`src/ipd_pkg.sv`:
```
/*
 Constants, types and helpers for the interrupt polarity and debounce block.
 Assumes a 20 MHz core clock and an APB master with 32-bit data.
*/
package ipd_pkg;

    // ==========================================================
    // Register map (index; byte address is four times it)
    localparam logic [7:0]  IDX_STATUS   = 8'h7f;
    localparam logic [7:0]  IDX_MASK     = 8'h80;
    localparam logic [7:0]  IDX_POL      = 8'h81;
    localparam logic [7:0]  IDX_DB       = 8'h82;
    localparam logic [7:0]  IDX_CLEAR    = 8'h83;
    localparam int          ADDR_W       = 12;

    // ==========================================================
    // Field layout and reset values
    localparam logic [15:0] SRC_FIELDS   = 16'h033f;
    localparam logic [15:0] POL_RST      = 16'h0000;
    localparam logic [15:0] DB_RST       = 16'h0000;
    localparam logic [15:0] MASK_RST     = 16'h033f;
    localparam logic [15:0] STATUS_RST   = 16'h0000;
    localparam int          SUMMARY_BIT  = 10;
    localparam int          PIN4_BIT     = 9;
    localparam int          SEQ_BIT      = 8;
    localparam int          PIN1_BIT     = 5;
    localparam int          IN8_BIT      = 4;
    localparam int          IN7_BIT      = 3;
    localparam int          LOCK_BIT     = 2;
    localparam int          SHORT_BIT    = 1;
    localparam int          DETECT_BIT   = 0;

    // ==========================================================
    // Timing
    localparam int          CLK_PERIOD_NS = 50;
    localparam int          DB_TIME_NS    = 1000;
    localparam int          DB_CYCLES     = (DB_TIME_NS + CLK_PERIOD_NS - 1) / CLK_PERIOD_NS;
    localparam int          DB_CNT_W      = 5;
    localparam logic [4:0]  DB_LAST       = 5'(DB_CYCLES - 1);

    // ==========================================================
    // Types
    typedef struct packed {
        logic        wr;
        logic        rd;
        logic        hit;
        logic [7:0]  idx;
        logic [15:0] wdata;
    } ipd_req_t;

    typedef enum logic [2:0] {
        PH_IDLE   = 3'b001,
        PH_SETUP  = 3'b010,
        PH_ACCESS = 3'b100
    } ipd_phase_t;

    // Eight sources packed low-first: detect, short, lock, in7, in8, pin1, seq, pin4
    function automatic logic [15:0] ipd_spread(input logic [7:0] s);
        return {6'h00, s[7], s[6], 2'h0, s[5:0]};
    endfunction

    function automatic logic [7:0] ipd_gather(input logic [15:0] r);
        return {r[PIN4_BIT], r[SEQ_BIT], r[5:0]};
    endfunction

endpackage

```
`src/ipd_debounce.sv`:
```
/*
 One-source debouncer with bypass.
 Assumes the level is already synchronous to clk.
*/
`timescale 1ns/100ps
module ipd_debounce import ipd_pkg::*; (
    input  wire logic clk,
    input  wire logic rstn,
    input  wire logic enable,
    input  wire logic level,
    output logic      filtered
);

    // ==========================================================
    // Counter of consecutive cycles that differ from the output
    logic [DB_CNT_W-1:0] cnt_reg;
    logic [DB_CNT_W-1:0] cnt_next;
    logic                out_reg;
    logic                out_next;

    wire differs = level != out_reg;
    wire settled = cnt_reg == DB_LAST;

    // A glitch shorter than the window restarts the count
    assign cnt_next = (enable && differs && !settled) ? cnt_reg + 5'h01 : 5'h00;
    assign out_next = !enable ? level : ((differs && settled) ? level : out_reg);
    assign filtered = out_reg;

    always_ff @(posedge clk) begin
        if (!rstn) begin
            cnt_reg <= 5'h00;
            out_reg <= 1'b0;
        end else begin
            cnt_reg <= cnt_next;
            out_reg <= out_next;
        end
    end
endmodule

```
`src/ipd_apb_port.sv`:
```
/*
 APB slave front end: phase tracking and request decode.
 Assumes an APB master; the slave never inserts wait states.
*/
`timescale 1ns/100ps
module ipd_apb_port import ipd_pkg::*; (
    input  wire logic              clk,
    input  wire logic              rstn,
    input  wire logic              psel,
    input  wire logic              penable,
    input  wire logic              pwrite,
    input  wire logic [ADDR_W-1:0] paddr,
    input  wire logic [31:0]       pwdata,
    output ipd_req_t               req,
    output logic                   pready,
    output logic                   pslverr
);

    // ==========================================================
    // Phase tracking
    ipd_phase_t phase_reg;
    ipd_phase_t phase_next;

    always_comb begin
        case (phase_reg)
            PH_IDLE:   phase_next = (psel && !penable) ? PH_SETUP : PH_IDLE;
            PH_SETUP:  phase_next = PH_ACCESS;
            PH_ACCESS: phase_next = (psel && !penable) ? PH_SETUP : PH_IDLE;
            default:   phase_next = PH_IDLE;
        endcase
    end

    always_ff @(posedge clk) begin
        if (!rstn) begin
            phase_reg <= PH_IDLE;
        end else begin
            phase_reg <= phase_next;
        end
    end

    // ==========================================================
    // Decode
    wire [7:0] idx     = paddr[9:2];
    wire       aligned = paddr[ADDR_W-1:10] == 2'h0 && paddr[1:0] == 2'h0;
    wire       hit     = aligned && idx >= IDX_STATUS && idx <= IDX_CLEAR;
    wire       access  = psel && penable;

    // Only an access that followed a setup cycle may write
    assign req.wr    = access && pwrite && hit && (phase_reg == PH_SETUP);
    assign req.rd    = psel && !penable && !pwrite;
    assign req.hit   = hit;
    assign req.idx   = idx;
    assign req.wdata = pwdata[15:0];
    assign pready    = 1'b1;
    assign pslverr   = access && !hit;
endmodule

```
`src/ipd_irq_cfg.sv`:
```
/*
 Interrupt flag logic with per-source polarity and debounce, behind APB.
 Assumes source levels synchronous to clk; software services irq.
*/
// Decided for this implementation: the APB interface to the registers.
`timescale 1ns/100ps
module ipd_irq_cfg import ipd_pkg::*; (
    input  wire logic              clk,
    input  wire logic              rstn,
    input  wire logic              psel,
    input  wire logic              penable,
    input  wire logic              pwrite,
    input  wire logic [ADDR_W-1:0] paddr,
    input  wire logic [31:0]       pwdata,
    output logic [31:0]            prdata,
    output logic                   pready,
    output logic                   pslverr,
    input  wire logic              pin4_level,
    input  wire logic              seq_busy,
    input  wire logic              pin1_level,
    input  wire logic              input8_level,
    input  wire logic              input7_level,
    input  wire logic              lock_reached,
    input  wire logic              bias_short,
    input  wire logic              bias_detect,
    output logic                   irq
);

    // ==========================================================
    // Bus front end
    ipd_req_t req;

    ipd_apb_port u_port (
        .clk     (clk),
        .rstn    (rstn),
        .psel    (psel),
        .penable (penable),
        .pwrite  (pwrite),
        .paddr   (paddr),
        .pwdata  (pwdata),
        .req     (req),
        .pready  (pready),
        .pslverr (pslverr)
    );

    // ==========================================================
    // Registers
    logic [15:0] pol_reg;
    logic [15:0] pol_next;
    logic [15:0] db_reg;
    logic [15:0] db_next;
    logic [15:0] mask_reg;
    logic [15:0] mask_next;
    logic [15:0] status_reg;
    logic [15:0] status_next;
    logic        irq_reg;
    logic        irq_next;
    logic [31:0] rdata_reg;
    logic [31:0] rdata_next;

    wire wr_pol    = req.wr && req.idx == IDX_POL;
    wire wr_db     = req.wr && req.idx == IDX_DB;
    wire wr_mask   = req.wr && req.idx == IDX_MASK;
    wire wr_clear  = req.wr && (req.idx == IDX_STATUS || req.idx == IDX_CLEAR);
    wire [15:0] wfield = req.wdata & SRC_FIELDS;

    assign pol_next  = wr_pol  ? wfield : pol_reg;
    assign db_next   = wr_db   ? wfield : db_reg;
    assign mask_next = wr_mask ? (req.wdata & SRC_FIELDS) : mask_reg;

    // ==========================================================
    // Source conditioning
    wire [7:0]  src_raw = {pin4_level, seq_busy, pin1_level, input8_level,
                           input7_level, lock_reached, bias_short, bias_detect};
    // Polarity one inverts, so busy/locked flag at zero and idle/unlocked at one
    wire [15:0] cond    = ipd_spread(src_raw) ^ pol_reg;
    wire [7:0]  cond8   = ipd_gather(cond);
    wire [7:0]  db8     = ipd_gather(db_reg);
    logic [7:0] filt8;

    genvar g;
    generate
        for (g = 0; g < 8; g++) begin : g_src
            ipd_debounce u_db (
                .clk      (clk),
                .rstn     (rstn),
                .enable   (db8[g]),
                .level    (cond8[g]),
                .filtered (filt8[g])
            );
        end
    endgenerate

    wire [15:0] filt = ipd_spread(filt8);

    // ==========================================================
    // Sticky flags; a set in the clearing cycle wins
    wire [15:0] clr_bits = wr_clear ? wfield : 16'h0000;

    assign status_next = (status_reg & ~clr_bits) | filt;
    assign irq_next    = |(status_next & ~mask_next);

    // ==========================================================
    // Read path
    wire summary = |status_reg;
    wire [15:0] status_view = status_reg | (16'h0001 << SUMMARY_BIT) & {16{summary}};
    wire [15:0] rsel =
        (req.idx == IDX_STATUS) ? status_view :
        (req.idx == IDX_MASK)   ? mask_reg    :
        (req.idx == IDX_POL)    ? pol_reg     :
        (req.idx == IDX_DB)     ? db_reg      : 16'h0000;

    // Loaded in the setup cycle so the access cycle needs no wait state
    assign rdata_next = req.rd ? ((req.hit) ? {16'h0000, rsel} : 32'h00000000) : rdata_reg;

    always_ff @(posedge clk) begin
        if (!rstn) begin
            pol_reg    <= POL_RST;
            db_reg     <= DB_RST;
            mask_reg   <= MASK_RST;
            status_reg <= STATUS_RST;
            irq_reg    <= 1'b0;
            rdata_reg  <= 32'h00000000;
        end else begin
            pol_reg    <= pol_next;
            db_reg     <= db_next;
            mask_reg   <= mask_next;
            status_reg <= status_next;
            irq_reg    <= irq_next;
            rdata_reg  <= rdata_next;
        end
    end

    assign prdata = rdata_reg;
    assign irq    = irq_reg;
endmodule

```
`config.mk`:
```
export PLATFORM = sky130hd
export DESIGN_NAME = ipd_irq_cfg
export DESIGN_NICKNAME = d
export VERILOG_FILES = /design/src/ipd_pkg.sv /design/src/ipd_debounce.sv /design/src/ipd_apb_port.sv /design/src/ipd_irq_cfg.sv
export SDC_FILE = /design/constraint.sdc
export NUM_CORES = 1
export LEC_CHECK = 0
export BUFFER_PORTS_ARGS = -buffer_cell sky130_fd_sc_hd__clkbuf_2
export CAP_MARGIN = 0
export CORE_ASPECT_RATIO = 2
export CORE_MARGIN = 4
export CORE_UTILIZATION = 59
export CTS_CLUSTER_DIAMETER = 150
export CTS_CLUSTER_SIZE = 16
export DETAILED_ROUTE_END_ITERATION = 8
export GPL_TIMING_DRIVEN = 0
export PLACE_DENSITY_LB_ADDON = 0.05
export SYNTH_ARGS = -nofsm -noshare
export SYNTH_HDL_FRONTEND = slang
export SYNTH_SLANG_ARGS = --single-unit
```
`constraint.sdc`:
```
create_clock -name clk -period 6.1 [get_ports clk]
set_input_delay 0.305 -clock clk [delete_from_list [all_inputs] [get_ports clk]]
set_output_delay 0.305 -clock clk [all_outputs]
set_load 0.01 [all_outputs]
```
==> impl_metrics.toml <==
[critical_path]
worstSetupEndpointType = "flop"
crit_chain = "or3b_2, a2111oi_4, and2_1, a21boi_0, o21ai_0, a41oi_1"
max_stage_delay_ps = 650
slowest_stage = "a2111oi_4"
required_ps = 6300
crit_fanout = 9
critPathKind = "flop to flop"
cp.arrival_ps = 2700
start_kind = "flop"

[global_routing]
grt_pass1_wl_mm = 16.75
grt_usage_pct = 22.32
grt.overflow.total = 0
antenna_found_initial = 0
grt_start_max_net_pins = 17
grt_pass1_vias = 3679

[logic_synthesis]
synth_top_area_share_pct = 47.19
ys_warn_count = 0
yosysTopAreaCell = "dfxtp_1"
synth_edf_count = 0
avgSynthCellArea_um2 = 9.055
synth-seq-area-share_pct = 47.19
syn_inst = 506
synth_seq_cells = 108
synthesis.area_um2 = 4582
ys.flop_type = "dfxtp_1"
yosysUniqueCellTypes = 44
ys_top_cells_by_area = "dfxtp_1, nor2_1, mux2i_1"
async_flop_share_pct = 0

[sta]
tns_ps = 0
timing.final.crit_share_pct = 40.93
tightest_slew_ps = 775.7
drv_slew = 0
relSlewSlack_pct = 47.94
setup_viol_count_final = 0
clock_skew_ps = 6.458
rsz0062_at_grt = "false"
fmax_mhz = 400.5
hold_violations = 0
period_needed_ps = 2497

[clocking]
postCtsHoldBufs = 0
clock-sinks = 108
numCtsBuffers = 9
cts_tree = "built"
clockRootBuffer = "clkbuf_16"
clock_path_buffers = 2
post_cts_buffers = 0
clkLatencyLatePin_ps = 340
h-tree-depth = 3
cts.clk_slew.worst_paths_ps = 70
cts-resized-gates = 0

[run]
maxCapViolCount = 0

[drt]
drt_wl_total_mm = 10.12
drc = 0
via_count = 3741
drt_iter0_markers = 250
vias_per_cell = 5.501
drt_pass1_iterations = 5
postRouteAntennaNets = 0
avgRoutedWirePerCell_um = 14.89

[power]
peakVddDrop_mv = 0.1984
pwr-share-clk_pct = 43.9
leakage_nw = 2.290
power_density_nw_per_um2 = 263.4
netSwitchingPower_w = 0.0002891
power_switching_share_pct = 20.63
internal_power_w = 0.001112
combPwrFrac_pct = 4.8
fin_total_pwr_w = 0.001401
seq_power_share_pct = 51.3

[floorplan]
core_um2 = 7601
placementRows = 45
io_pins = 92
start_util_pct = 60.28
dieArea_um2 = 9326
dieWidth_um = 70.32
die_height_um = 132.6

[placement]
hpwlAfterDp_mm = 7.594
gp_congestion = 0.8280
io_buffers = 49

[final_layout]
mostFrequentLayoutCell = "dfxtp_1"
largest_register_ffs = 40
drive_gt1_share_pct = 16.04
nets = 646
layout_common_cells = "dfxtp_1, nor2_1, clkbuf_2"
antenna_cells = 0
areaGrowthSynthToFinish_pct = 16.11
fillCellCount = 654

[hold_path]
hold_path_class = "primary input to flop"

[outcome]
outcome = "finished clean"
## through the flow
stage / cell area [um2] / std cells / utilization, % / worst slack (ps) / hold WS [ps]
3_5_place_dp: 5001 / 664 / 65.79 / 3311 / 428.0
5_1_grt: 5320 / 680 / 69.99 / 3444 / 257.5
6_report: 5320 / 680 / 69.99 / 3603 / 266.6
3_3_place_gp: 5001 / 664 / 65.79 / 3413 / 411.4
4_1_cts: 5320 / 680 / 69.99 / 3634 / 253.7
2_1_floorplan: 4638 / 521 / - / 3983 / 400.9
## worst max-delay path, delay by kind of cell (launching register included)
kind,cells,cell delay [ps]
simple gates,2,860
compound gates,4,1170
flops,1,320
## final cells by class
class	instances	area, um2	share of cell area, %
well taps	94	117.6	2.211
multi-input cells	368	2241	42.12
clock inverters	4	72.57	1.364
flip-flops and latches	108	2162	40.64
clock buffers	12	246.5	4.633
inverters	13	48.80	0.9172
plain buffers	32	186.4	3.504
repair buffers	49	245.2	4.610
## power groups by stage
stage / logic (W) / registers [W] / clock network [W]
after floorplan: 0.0000428 / 0.000733 / 0
after global placement: 0.0000651 / 0.000735 / 0
after detailed placement: 0.0000666 / 0.000735 / 0
after CTS: 0.0000671 / 0.000719 / 0.000625
after global routing: 0.0000748 / 0.000719 / 0.000652
final: 0.0000676 / 0.000719 / 0.000615
## path summary, 6_finish.rpt
check	cells after the start	to	from	slack (ps)
min	3	pol_reg[2]	pwdata[2]	270
max	6	irq	u_port.phase_reg[0]	3600
min reg2reg	1	u_port.phase_reg[1]	u_port.phase_reg[1]	430
max reg2reg	6	irq	u_port.phase_reg[0]	3600
## logic make-up (layout without fill, tap and decap cells)
kind of cell | after synthesis | after routing | share of synthesized area (%)
other | 2 | 17 | 0.1639
buffers and inverters | 45 | 110 | 5.134
xor gates and xnor gates | 39 | 39 | 7.455
muxes | 24 | 24 | 5.243
AOI/OAI and AO/OA | 70 | 70 | 11.17
and+or+nand+nor | 210 | 210 | 21.46
DFF | 108 | 108 | 47.19
adders and majority gates | 8 | 8 | 2.185
## routing by layer
layer,wire length (um),vias up,track usage (%),part of all wire (%)
met3,544,25,4.943,5.4
met1,3983,1744,24.43,39
met2,5311,119,39.61,52
li1,-,1853,-,-
met5,0,-,0,0
met4,284,0,10.98,2.8
## synth_stat cells, types with 2 or more instances
library cell	number
a211oi_1	4
a21o_1	5
a21oi_1	15
a22oi_1	17
a41oi_1	2
and2_1	13
and3_1	9
buf_2	2
buf_4	17
clkbuf_1	13
conb_1	2
dfxtp_1	108
ha_1	8
inv_1	13
mux2i_1	24
nand2_1	43
nand2_2	2
nand3_1	35
nand4b_1	2
nor2_1	85
nor3_1	4
nor3b_2	2
nor4_1	4
o211ai_1	8
o21a_1	3
o21ai_0	4
o31a_1	8
xnor2_1	21
xor2_1	18
No activity file was read; power rests on OpenSTA's default activity.
